`src/verilog/rt16_pkg.sv`:
```
// package: constants and types for the dual 16-bit reload timer
// Operation
// - two independent timers, each a 16-bit reloadable counter
// - counters count up; FFFFh wraps to 0000h and counting continues
// - prescaler divides system clock by 1 to 128 in clock-driven modes
// - reload 0001h with prescale one gives the shortest time-out
// - reload 0000h with prescale 128 gives longest time-out through the wrap
// - one-shot and continuous modes count prescaled system clock only
// - one-shot match: interrupt, count to 0001h, enable clears, counting stops
// - one-shot output inverts for exactly one clock at reload if enabled
// - continuous match: interrupt, count to 0001h, keeps counting
// - continuous and counter modes toggle output on every reload
// - written start count applies to first pass only; later passes start 0001h
// - counter mode counts input pin transitions, prescaler bypassed
// - counter mode polarity selects rising or falling input edges
// - counter mode polarity sets initial output level regardless of output enable
// - counter mode match: interrupt, count to 0001h, resume counting edges
package rt16_pkg;
  localparam int RT16_W = 16;
  localparam int RT16_NUM = 2;
  localparam int RT16_PRE_W = 7;
  localparam logic [15:0] RT16_RESTART = 16'h0001;
  localparam logic [15:0] RT16_CNT_RST = 16'h0000;
  localparam logic [15:0] RT16_RLD_RST = 16'h0000;
  localparam logic [6:0] RT16_PRE_RST = 7'h00;

  typedef enum logic [1:0] {
    RT16_ONE_SHOT = 2'h0,
    RT16_CONTINUOUS = 2'h1,
    RT16_COUNTER = 2'h3
  } rt16_mode_t;

  // software control of one timer; prescale field holds divisor minus one
  typedef struct packed {
    logic enable_set;
    logic enable_clr;
    rt16_mode_t mode;
    logic [6:0] prescale_m1;
    logic output_polarity_edge_select;
    logic output_enable;
    logic count_wr;
    logic [15:0] count_wdata;
    logic [15:0] reload;
  } rt16_ctrl_t;

  typedef struct packed {
    logic enabled;
    logic [15:0] count;
    logic irq;
    logic timer_out;
  } rt16_stat_t;

  typedef struct packed {
    logic enabled;
    logic [15:0] count;
    logic [6:0] pre;
    logic irq;
    logic out_level;
    logic out_pulse;
    logic in_s1;
    logic in_s2;
    logic in_s3;
  } rt16_state_t;
endpackage

```
`src/verilog/rt16_timer.sv`:
```
// file: one 16-bit reload timer channel
`timescale 1ns/1ps
module rt16_timer
  import rt16_pkg::*;
(
  input wire logic ref_clk,
  input wire logic rst,
  input wire rt16_ctrl_t ctrl,
  input wire logic timer_in,
  output rt16_stat_t stat
);
  rt16_state_t s_q;
  rt16_state_t s_d;
  logic tick;
  logic edge_seen;
  logic match;

  function automatic logic [15:0] inc16(input logic [15:0] v);
    inc16 = v + 16'h0001;
  endfunction

  always_comb begin
    s_d = s_q;
    s_d.irq = 1'b0;
    s_d.out_pulse = 1'b0;
    s_d.in_s1 = timer_in;
    s_d.in_s2 = s_q.in_s1;
    s_d.in_s3 = s_q.in_s2;
    // edge logic looks only at second and third stages
    edge_seen = ctrl.output_polarity_edge_select ? (s_q.in_s2 & ~s_q.in_s3)
                                                 : (~s_q.in_s2 & s_q.in_s3);
    tick = 1'b0;
    match = 1'b0;
    if (!s_q.enabled) begin
      s_d.pre = RT16_PRE_RST;
      // level latched only while idle, so a polarity flip while running shows only once the timer stops
      s_d.out_level = ctrl.output_polarity_edge_select;
    end else if (ctrl.mode == RT16_COUNTER) begin
      tick = edge_seen;
    end else if (s_q.pre >= ctrl.prescale_m1) begin
      s_d.pre = RT16_PRE_RST;
      tick = 1'b1;
    end else begin
      s_d.pre = s_q.pre + 7'h01;
    end
    if (tick) begin
      if (s_q.count == ctrl.reload) begin
        match = 1'b1;
        s_d.count = RT16_RESTART;
        s_d.irq = 1'b1;
        case (ctrl.mode)
          RT16_ONE_SHOT: begin
            s_d.enabled = 1'b0;
            s_d.out_pulse = ctrl.output_enable;
          end
          default: begin
            if (ctrl.output_enable) begin
              s_d.out_level = ~s_q.out_level;
            end
          end
        endcase
      end else begin
        s_d.count = inc16(s_q.count);
      end
    end
    if (ctrl.count_wr) begin
      s_d.count = ctrl.count_wdata;
    end
    if (ctrl.enable_clr) begin
      s_d.enabled = 1'b0;
    end else if (ctrl.enable_set && !match) begin
      s_d.enabled = 1'b1;
    end
  end

  always_ff @(posedge ref_clk) begin
    if (rst) begin
      s_q <= '0;
      s_q.count <= RT16_CNT_RST;
    end else begin
      s_q <= s_d;
    end
  end

  assign stat.enabled = s_q.enabled;
  assign stat.count = s_q.count;
  assign stat.irq = s_q.irq;
  assign stat.timer_out = s_q.out_level ^ s_q.out_pulse;

  property p_oneshot_stop;
    @(posedge ref_clk) disable iff (rst)
      (s_q.irq && ctrl.mode == RT16_ONE_SHOT && !$past(ctrl.enable_set)
       && !$past(ctrl.count_wr))
      |-> (!s_q.enabled && s_q.count == RT16_RESTART);
  endproperty
  a_oneshot_stop: assert property (p_oneshot_stop) else $error("one-shot did not stop");

  property p_pulse_one;
    @(posedge ref_clk) disable iff (rst)
      s_q.out_pulse |=> !s_q.out_pulse;
  endproperty
  a_pulse_one: assert property (p_pulse_one) else $error("output pulse too long");

  property p_cont_run;
    @(posedge ref_clk) disable iff (rst)
      (s_q.irq && ctrl.mode == RT16_CONTINUOUS && !$past(ctrl.enable_clr)
       && !$past(ctrl.count_wr))
      |-> (s_q.enabled && s_q.count == RT16_RESTART);
  endproperty
  a_cont_run: assert property (p_cont_run) else $error("continuous mode stopped");

  property p_toggle;
    @(posedge ref_clk) disable iff (rst)
      (s_q.irq && ctrl.mode != RT16_ONE_SHOT && $past(ctrl.output_enable)
       && $stable(ctrl.mode)) |-> (s_q.out_level != $past(s_q.out_level));
  endproperty
  a_toggle: assert property (p_toggle) else $error("output did not toggle");

  property p_wrap;
    @(posedge ref_clk) disable iff (rst)
      (tick && !match && !ctrl.count_wr && s_q.count == 16'hFFFF) |=> s_q.count == 16'h0000;
  endproperty
  a_wrap: assert property (p_wrap) else $error("count did not wrap");

  property p_pre_period;
    @(posedge ref_clk) disable iff (rst)
      (s_q.enabled && ctrl.mode != RT16_COUNTER && ctrl.prescale_m1 == 7'h01 && tick)
      |=> (!tick || !s_q.enabled);
  endproperty
  a_pre_period: assert property (p_pre_period) else $error("prescale two ticked twice");

  property p_pre_restart;
    @(posedge ref_clk) disable iff (rst)
      !s_q.enabled |=> (s_q.pre == RT16_PRE_RST);
  endproperty
  a_pre_restart: assert property (p_pre_restart) else $error("prescaler not restarted");

  property p_cnt_edge;
    @(posedge ref_clk) disable iff (rst)
      (s_q.enabled && ctrl.mode == RT16_COUNTER && !edge_seen && !ctrl.count_wr)
      |=> $stable(s_q.count);
  endproperty
  a_cnt_edge: assert property (p_cnt_edge) else $error("count without input edge");

  property p_cnt_level;
    @(posedge ref_clk) disable iff (rst)
      (!s_q.enabled && ctrl.mode == RT16_COUNTER && $stable(ctrl.mode))
      |=> s_q.out_level == $past(ctrl.output_polarity_edge_select);
  endproperty
  a_cnt_level: assert property (p_cnt_level) else $error("initial level wrong");

  property p_oneshot_hold;
    @(posedge ref_clk) disable iff (rst)
      (s_q.enabled && ctrl.mode == RT16_ONE_SHOT) |=> $stable(s_q.out_level);
  endproperty
  a_oneshot_hold: assert property (p_oneshot_hold) else $error("one-shot level moved");

  property p_cnt_resume;
    @(posedge ref_clk) disable iff (rst)
      (s_q.irq && ctrl.mode == RT16_COUNTER && !$past(ctrl.enable_clr)
       && !$past(ctrl.count_wr))
      |-> (s_q.enabled && s_q.count == RT16_RESTART);
  endproperty
  a_cnt_resume: assert property (p_cnt_resume) else $error("counter mode stopped");
endmodule // rt16_timer

```
`src/verilog/rt16_top.sv`:
```
// file: dual 16-bit reload timer top with registered outputs
`timescale 1ns/1ps
module rt16_top
  import rt16_pkg::*;
(
  input wire logic ref_clk,
  input wire logic rst,
  input wire rt16_ctrl_t ctrl0,
  input wire rt16_ctrl_t ctrl1,
  input wire logic timer_in0,
  input wire logic timer_in1,
  output rt16_stat_t stat0_q,
  output rt16_stat_t stat1_q
);
  rt16_stat_t st0;
  rt16_stat_t st1;

  // two independent channels
  rt16_timer u_t0 (
    .ref_clk(ref_clk),
    .rst(rst),
    .ctrl(ctrl0),
    .timer_in(timer_in0),
    .stat(st0)
  );

  rt16_timer u_t1 (
    .ref_clk(ref_clk),
    .rst(rst),
    .ctrl(ctrl1),
    .timer_in(timer_in1),
    .stat(st1)
  );

  always_ff @(posedge ref_clk) begin
    if (rst) begin
      stat0_q <= '0;
      stat1_q <= '0;
    end else begin
      stat0_q <= st0;
      stat1_q <= st1;
    end
  end
endmodule // rt16_top

```
`config.mk`:
```
export PLATFORM = sky130hd
export DESIGN_NAME = rt16_top
export DESIGN_NICKNAME = d
export VERILOG_FILES = /design/src/verilog/rt16_pkg.sv /design/src/verilog/rt16_timer.sv /design/src/verilog/rt16_top.sv
export SDC_FILE = /design/constraint.sdc
export NUM_CORES = 1
export LEC_CHECK = 0
export BUFFER_PORTS_ARGS = -buffer_cell sky130_fd_sc_hd__buf_2
export CAP_MARGIN = 15
export CORE_MARGIN = 2
export CORE_UTILIZATION = 48
export CTS_CLUSTER_DIAMETER = 120
export DETAILED_ROUTE_END_ITERATION = 12
export PLACE_DENSITY_LB_ADDON = 0.2
export SLEW_MARGIN = 20
export SYNTH_ARGS = -nofsm -noshare
export SYNTH_HDL_FRONTEND = slang
export SYNTH_SLANG_ARGS = --single-unit
```
`constraint.sdc`:
```
create_clock -name ref_clk -period 2.2 [get_ports ref_clk]
set_input_delay 0.44 -clock ref_clk [delete_from_list [all_inputs] [get_ports ref_clk]]
set_output_delay 0.44 -clock ref_clk [all_outputs]
set_load 0.02 [all_outputs]
```
# --- Yosys cells after proc, flatten, opt, wreduce, memory -nomap -nowiden ---
# Cells that the tools add are included.
op_classes:
  addsub: 4
  n_mul: 0
  div_mod_pow: 0
  magnitude_cmp: 2
  n_eq_ne: 4
  n_shift: 0
  mux: 38
  bitwise_logic: 20
  reduce_logical: 24
op_table:
  columns: ["cell", "count"]
  rows:
  - ["$mux 16", 4]
  - ["$mux 17", 2]
  - ["$add 16x1->16 const B", 2]
  - ["$eq 16x16->1", 2]
  - ["$mux 1", 26]
  - ["$reduce_bool 2->1", 8]
  - ["$add 7x1->7 const B", 2]
  - ["$ge 7x7->1", 2]
  - ["$mux 7", 2]
  - ["$not 1->1", 14]
  - ["$reduce_or 2->1", 6]
  - ["$reduce_or 4->1", 2]
  - ["$mux 3", 2]
  - ["$reduce_and 3->1", 2]
  - ["$and 1x1->1", 4]
  - ["$eq 2x2->1 const B", 2]
  - ["$logic_not 2->1", 2]
  - ["$mux 2", 2]
  - ["$logic_and 1x1->1", 2]
  - ["$logic_not 1->1", 2]
  - ["$xor 1x1->1", 2]
totals:
  reg_bits: 98
  latch_bits: 0
  mem_bits_rw: 0
  romBits: 0
  inputBits: 96
  out_inout_bits: 38
  wordCells: 118
  memories: 0

# --- Logic depth before layout (Yosys ltp) ---
# Gate-level depths: netlist (run 1).
logic_depth:
  word_depth: 10
  ltp_mapped: 10
  mapped_depth_nobuf: 8

# --- Hierarchy ---
# Synthesis (run 1) repeated with hierarchy kept, for this count alone.
hier_totals:
  hier_cells: 594
  hier_area_um2: 5343.9
by_module_without_submodules:
  columns: ["mod", "n_inst", "cells_per_inst", "area_per_inst_um2", "seq_area_each_um2"]
  rows:
  - ["rt16_timer", 2, 257, 2065.7, 600.6]
  - ["rt16_top", 1, 80, 1212.4, 760.7]

# --- Least setup slack after synthesis (run 1) ---
# OpenSTA, ideal clock, no wires.
synth_timing:
  path_kind: "input to register"
  startpoint: "input ctrl0[41] (netlist name)"
  endpoint: "register u_t0.s_q, in the netlist u_t0.stat[15]"
  t_arrival_ps: 2193
  required_time_ps: 2126
  path_slack_ps: -68
  path_stages: 8
  path_buffers: 0
  cell_sequence: "inv_1 > ha_1 > and4_1 > o21ai_1 > o211a_1 > or3_1 > or4_1 > a31oi_1"
synth_between:
  elab_chain_cells: 5
synth_lines:
  columns: ["element", "line", "text"]
  rows:
  - ["start, declared", "rt16_top.sv:8", "input wire rt16_ctrl_t ctrl0,"]
  - ["$ge 7x7->1", "rt16_timer.sv:40", "end else if (s_q.pre >= ctrl.prescale_m1) begin"]
  - ["$mux 1", "rt16_timer.sv:40", null]
  - ["$mux 1", "rt16_timer.sv:38", "end else if (ctrl.mode == RT16_COUNTER) begin"]
  - ["$mux 1", "rt16_timer.sv:34", "if (!s_q.enabled) begin"]
  - ["$reduce_bool 2->1 (no source line)", null, null]
  - ["end, declared", "rt16_timer.sv:12", "rt16_state_t s_q;"]
# Every way passes these cells.
# A chain may end at the register's enable or synchronous reset.

# --- Final worst setup path (run 1) ---
layout_timing:
  startpoint: "register u_t1.s_q[11] (netlist name)"
  endpoint: "register u_t1.s_q, in the netlist u_t1.stat[7]"
layout_between:
  elab_chain_cells: 5
layout_lines:
  columns: ["element", "line"]
  rows:
  - ["start, declared", "rt16_timer.sv:12"]
  - ["$ge 7x7->1", "rt16_timer.sv:40"]
  - ["$mux 1", "rt16_timer.sv:40"]
  - ["$mux 1", "rt16_timer.sv:38"]
  - ["$mux 1", "rt16_timer.sv:34"]
  - ["$reduce_bool 2->1 (no source line)", null]
# Every way passes these cells.

==> impl_metrics.py, run 1 <==
metrics = {
    "setup_path": {
        "r2r_end": "u_t1.stat[7]",
        "critPathMaxFanout": 6,
        "reg2reg_setup_slack_ns": -0.01,
        "slowest_delay_ns": 0.49,
        "critPathCaptureType": "flop",
        "cp-start-kind": "flop",
        "crit_chain": "ha_4 > and4_1 > o21ai_1 > o211ai_1 > or3b_4 > or4_1 > nand3_1",
        "r2r_cells": 7,
        "critical_path_class": "flop to flop",
        "crit_arrival_ns": 2.52,
        "cp.required_ns": 2.51,
        "reg2reg_from": "u_t1.s_q[11]",
        "critPathTopFamily": "simple AND/OR/NAND/NOR gates",
        "critPathBufInv": 0,
        "slowest_stage": "or4_1",
    },
    "routing": {
        "finalWirelength_mm": 13.7,
        "wl_per_cell_um": 15.1,
        "num_vias": 4926,
        "drt_iter0_drc": 225,
        "post-route-drc-count": 0,
        "antenna_left": 0,
        "dr.pass1.iters": 5,
        "via_per_inst": 5.44,
    },
    "die": {
        "die_h_um": 106,
        "die-area_um2": 11200,
        "initial_utilization": 0.487,
        "core_region_area_um2": 10200,
        "core.rowCount": 37,
        "die_x_um": 106,
        "io_pins": 134,
    },
    "global_route": {
        "grt_pass1_wl_mm": 22.1,
        "grt_usage": 0.246,
        "overflow": 0,
        "grt_pass1_vias": 4626,
        "antenna_found_initial": 0,
        "grt_max_degree": 22,
    },
    "synthesis": {
        "synth_top_area_cell": "dfxtp_1",
        "synthCells": 584,
        "ys.flop_type": "dfxtp_1",
        "synth.area.top_cells": "dfxtp_1, nor2b_1, xnor2_1",
        "syn-num-nets": 698,
        "ys_ff_latch": 98,
        "synth-edff-count": 0,
        "yosysSeqAreaShare": 0.396,
        "synth.top_cell.area_share": 0.396,
        "synth_most_common_cell": "dfxtp_1",
        "synthTopCellsByCount": "dfxtp_1, nor2_1, nor2b_1, nand2_1, xnor2_1",
        "avgSynthCellArea_um2": 8.49,
        "syn_area_um2": 4960,
        "synth.distinct_cells": 54,
        "ys_warn_count": 0,
        "async_flop_share": 0,
    },
    "power_and_ir_drop": {
        "seq_power_share": 0.494,
        "p_per_area_nw_per_um2": 588,
        "combPwrFrac": 0.154,
        "ir_drop_v": 0.000273,
        "p_int_mw": 2.84,
        "p_leak_nw": 2.84,
        "p_switching_mw": 1.01,
        "switching_share": 0.261,
        "p_clk_frac": 0.352,
    },
    "sta": {
        "setup_viol": 1,
        "hold_viol_final": 0,
        "relSlewSlack": 0.515,
        "slew_viol_final": 0,
        "timing.fmax_mhz": 452,
        "rsz0062_at_grt": "yes",
        "worstMarginPinSlew_ns": 0.725,
        "min_period_ns": 2.21,
        "finClkSkew_ns": 0.00937,
        "timing.final.ws_setup_ns": -0.0107,
        "period_share": 1.00,
    },
    "layout": {
        "drive_above_1_share": 0.325,
        "fin_nets": 879,
        "final_cells": 906,
        "antenna_cells": 0,
        "fill_cells": 932,
        "syn2layout_area_growth_pct": 31.9,
    },
    "clock_tree": {
        "h-tree-depth": 3,
        "cts.sinks": 98,
        "path_clk_slew_ns": 0.09,
        "ctsRootBufferMaster": "clkbuf_8",
        "cts_tree": "yes",
        "worstSkewPairLatency_ns": 0.37,
        "clockBufferDepth": 2,
        "cts_buffers": 9,
    },
    "job": {
        "drv_cap": 0,
    },
    "min_path": {
        "min_from": "ctrl1[44]",
        "holdPathEnd": "u_t1.stat[18]",
        "hold_path_class": "input port to flop",
        "whs_path_depth": 2,
    },
    "placement": {
        "place.gp.congestion": 0.931,
        "port_buffers": 133,
        "dpl.cell_count": 883,
        "hpwl_mm": 10.4,
        "place_ws_ns": -0.255,
    },
    "status": {
        "violations": "setup timing",
        "outcome": "complete, but fails checks",
    },
}
cell families after synthesis:
kind of cell,after synthesis,share of synthesized area
AOI/OAI and AO/OA,108,0.146
xor gates and xnor gates,36,0.0636
adders and majority gates,18,0.0454
buffers and inverters,51,0.0417
DFF,98,0.396
muxes,3,0.00656
and+or+nand+nor,270,0.301
layer usage:
metal  global-route usage  share of wire
met1                0.346           0.45
met2                0.377           0.44
met3               0.0482          0.088
met4               0.0846          0.015
met5                    0              0
sequential cells by signal, indices dropped and copies added (netlist names):
register	count
u_t0.s_q	10
u_t1.s_q	10
u_t1.stat	18
u_t0.s_d	2
stat1_q	19
u_t1.s_d	2
stat0_q	19
u_t0.stat	18
worst max path at each step:
stage	start	endpoint	slack [ns]	cells past startpoint
floorplan	ctrl0[41]	u_t0.stat[8]	0.005	8
global placement	ctrl1[40]	u_t1.stat[12]	-0.15	9
detailed placement	ctrl1[40]	u_t1.stat[12]	-0.25	9
CTS	u_t1.s_q[6]	u_t1.stat[6]	0.003	10
global route	u_t1.s_q[11]	u_t1.stat[7]	-0.10	7
finish	u_t1.s_q[11]	u_t1.stat[7]	-0.01	7
power groups by stage:
| stage | logic, mW | clock network [mW] | registers (mW) |
|---|---|---|---|
| detailed placement | 0.566 | 0 | 1.94 |
| global placement | 0.552 | 0 | 1.94 |
| global route | 0.651 | 1.46 | 1.91 |
| CTS | 0.570 | 1.39 | 1.90 |
| floorplan | 0.272 | 0 | 1.97 |
| finish | 0.592 | 1.35 | 1.90 |
layout make-up:
cell class                      instances  area (um^2)  share of cell area
Clock buffer                           11          151              0.0232
Clock inverter                          5         86.3              0.0132
Inverter                               20         75.1              0.0115
Multi-Input combinational cell        435         2890               0.442
Sequential cell                        98         1970               0.302
Tap cell                              136          170              0.0260
Timing Repair Buffer                  201         1190               0.182
placed cells by master, fill, tap and decap left out, types with 4 or more instances in the layout:
cell type and instances:
a41oi_1 4, o21ai_0 17, a32oi_1 5, nor3b_1 9
nand4_1 16, inv_1 20, o211ai_1 19, xnor2_1 34
nor2_1 57, or2_2 4, dfxtp_2 8, a21oi_1 20
buf_4 66, nor2b_1 50, nor3_1 5, a31oi_1 11
nand3b_1 6, or4_1 8, and3_1 11, clkbuf_8 11
nand2_1 48, or3_1 6, ha_1 13, ha_4 5
buf_2 133, a211oi_1 6, nand3_1 22, nand2b_1 6
o31ai_1 6, dfxtp_1 90
per-stage QoR:
stage | instance area, um^2 | utilization | hold slack [ns] | total power, mW | setup TNS [ns]
finish | 6540 | 0.642 | 0.220 | 3.85 | -0.0107
floorplan | 4960 | - | 0.414 | 2.24 | 0
global route | 6540 | 0.642 | 0.211 | 4.02 | -0.403
CTS | 6390 | 0.627 | 0.204 | 3.86 | 0
detailed placement | 6140 | 0.602 | 0.428 | 2.51 | -3.35
global placement | 6140 | 0.602 | 0.422 | 2.49 | -1.46
repair_timing:
| item | CTS | global route |
|---|---|---|
| setup buffers | 0 | 7 |
| pin swaps | 1 | 8 |
| endpoints found under the setup margin | 6 | 26 |
| endpoints found under the hold margin | 0 | 0 |
| hold buffers | 0 | 0 |
| gates resized for setup | 3 | 18 |
Power figures use the tool's default switching activity.
==> inputs of run 2 (changes only) <==
--- a/config.mk
+++ b/config.mk
@@ -12,6 +12,7 @@
 export CTS_CLUSTER_DIAMETER = 120
 export DETAILED_ROUTE_END_ITERATION = 12
 export PLACE_DENSITY_LB_ADDON = 0.2
+export RECOVER_POWER = 25
 export SLEW_MARGIN = 20
 export SYNTH_ARGS = -nofsm -noshare
 export SYNTH_HDL_FRONTEND = slang
==> run 2 against run 1 <==
The flow still finishes with violations (setup timing). Clock skew is 0.0010 ns lower. Critical path depth is the same. Clock power barely moved. Setup slack worse by 0.00059 ns. Sequential power hardly changed. Highest routed layer unchanged. Clock-buffer cell count did not move. Maximum frequency barely moved. Largest power group unchanged. Sequential cell count is the same. Utilization down 0.18 points.
==> impl_metrics.py, run 2 (same netlist as run 1, synthesis figures left out) <==
metrics = {
    "layout": {
        "finalCoreUtilization": 0.640,
        "finish.instance_area_um2": 6520,
        "layout_common_cells": "buf_2, dfxtp_1, buf_4",
        "fin_nets": 879,
        "drive_above_1_share": 0.318,
        "antenna_cells": 0,
        "reg.largest.list": "stat0_q: 19 flops, stat1_q: 19 flops",
        "syn2layout_area_growth_pct": 31.5,
        "layout.cells.most_common": "buf_2",
    },
    "sta": {
        "slew_viol_final": 0,
        "min_period_ns": 2.21,
        "timing.final.ws_setup_ns": -0.0113,
        "timing.fmax_mhz": 452,
        "finClkSkew_ns": 0.00838,
        "worstMarginPinSlew_ns": 0.833,
        "rsz0062_at_grt": "yes",
        "relSlewSlack": 0.445,
        "setup_viol": 1,
        "hold_viol_final": 0,
        "holdWs_ns": 0.220,
        "period_share": 1.01,
    },
    "setup_path": {
        "critPathCaptureType": "flop",
        "crit_end": "u_t1.stat[7]",
        "reg2reg_from": "u_t1.s_q[11]",
        "critical_path_class": "flop to flop",
        "critPathMaxFanout": 6,
        "crit_arrival_ns": 2.52,
        "cp-start-kind": "flop",
        "r2r_end": "u_t1.stat[7]",
        "reg2reg_setup_slack_ns": -0.01,
        "cp.required_ns": 2.51,
        "r2r_cells": 7,
        "cp-startpoint": "u_t1.s_q[11]",
    },
    "placement": {
        "hpwl_mm": 10.4,
        "port_buffers": 133,
        "dpl_cell_area_um2": 6140,
        "place.gp.congestion": 0.931,
    },
    "clock_tree": {
        "cts_tree": "yes",
        "worstSkewPairLatency_ns": 0.37,
        "h-tree-depth": 3,
        "cts.sinks": 98,
        "path_clk_slew_ns": 0.09,
        "clockBufferDepth": 2,
        "cts_buffers": 9,
        "ctsRootBufferMaster": "clkbuf_8",
        "cts_hold_buffers": 0,
    },
    "die": {
        "die_h_um": 106,
        "die_x_um": 106,
        "io_pins": 134,
        "core.rowCount": 37,
        "core_region_area_um2": 10200,
        "initial_utilization": 0.487,
        "die-area_um2": 11200,
    },
    "global_route": {
        "grt_max_degree": 22,
        "overflow": 0,
        "use_met3": 0.0482,
        "use_met1": 0.346,
        "grt_pass1_vias": 4626,
        "use_met2": 0.377,
        "grt_pass1_wl_mm": 22.1,
        "antenna_found_initial": 0,
        "grt_busiest_layer": "met2",
        "grt_usage": 0.246,
    },
    "routing": {
        "drt_iter0_drc": 249,
        "num_vias": 4890,
        "post-route-drc-count": 0,
        "via_per_inst": 5.40,
        "wl_per_cell_um": 15.1,
        "antenna_left": 0,
        "dr.pass1.iters": 5,
        "finalWirelength_mm": 13.7,
    },
    "status": {
        "outcome": "complete, but fails checks",
        "violations": "setup timing",
    },
    "job": {
        "drv_cap": 0,
    },
    "power_and_ir_drop": {
        "p_leak_nw": 2.82,
        "ir_drop_v": 0.000267,
        "p_per_area_nw_per_um2": 590,
    },
    "min_path": {
        "hold_path_class": "input port to flop",
    },
}
## run 2: cell types whose count changed in the layout (fill, tap and decap cells not counted)
cell      previous run  this run
clkbuf_1             0         5
clkbuf_4             0         1
buf_4               66        60
## run 2: critical path, cell delays in order (launching register included)
cell	delay, ns
dfxtp_2	0.35
ha_4	0.27
and4_1	0.20
o21ai_1	0.06
o211ai_1	0.25
or3b_4	0.46
or4_1	0.49
nand3_1	0.08
## run 2: what timing repair did
item	CTS	global route
setup endpoints to repair	6	26
gates resized for setup	3	18
gates cloned	0	0
pin swaps	1	8
buffers inserted	0	7
## run 2: worst min-delay path by stage
stage	to	slack [ns]	depth (start not counted)	start
after detailed placement	stat1_q[1]	0.43	1	u_t1.stat[1]
after global routing	u_t1.stat[18]	0.21	2	ctrl1[44]
after floorplan	stat0_q[1]	0.41	1	u_t0.stat[1]
after CTS	u_t1.stat[18]	0.20	2	ctrl1[44]
final	u_t1.stat[18]	0.22	2	ctrl1[44]
after global placement	u_t0.s_d[0]	0.42	1	u_t0.s_d[1]
## run 2: metal layers
metal / wire (um) / share of wire / vias to the layer above
met5: 0 / 0 / -
met1: 6350 / 0.46 / 2258
met2: 6100 / 0.45 / 187
li1: - / - / 2432
met4: 167 / 0.012 / 0
met3: 1090 / 0.079 / 13
## run 2: metrics by stage
step                total power, mW  worst slack [ns]  TNS (ns)  cells
global route                   4.02            -0.100    -0.477    906
global placement               2.49            -0.155     -1.46    883
detailed placement             2.51            -0.255     -3.35    883
finish                         3.85           -0.0113   -0.0113    906
floorplan                      2.24           0.00545         0    584
CTS                            3.86           0.00260         0    899
## run 2: area by class of cell
type                            instances  area, um^2
Inverter                               20        75.1
Timing Repair Buffer                  201        1170
Tap cell                              136         170
Clock inverter                          5        86.3
Fill cell                             939        3670
Multi-Input combinational cell        435        2890
Clock buffer                           11         151
Sequential cell                        98        1970
## run 2: where the power goes
group / internal, mW / leakage (nW) / switching, mW
Sequential: 1.85 / 0.806 / 0.0549
Clock: 0.709 / 0.120 / 0.648
Combinational: 0.281 / 1.89 / 0.308
Total: 2.84 / 2.82 / 1.01
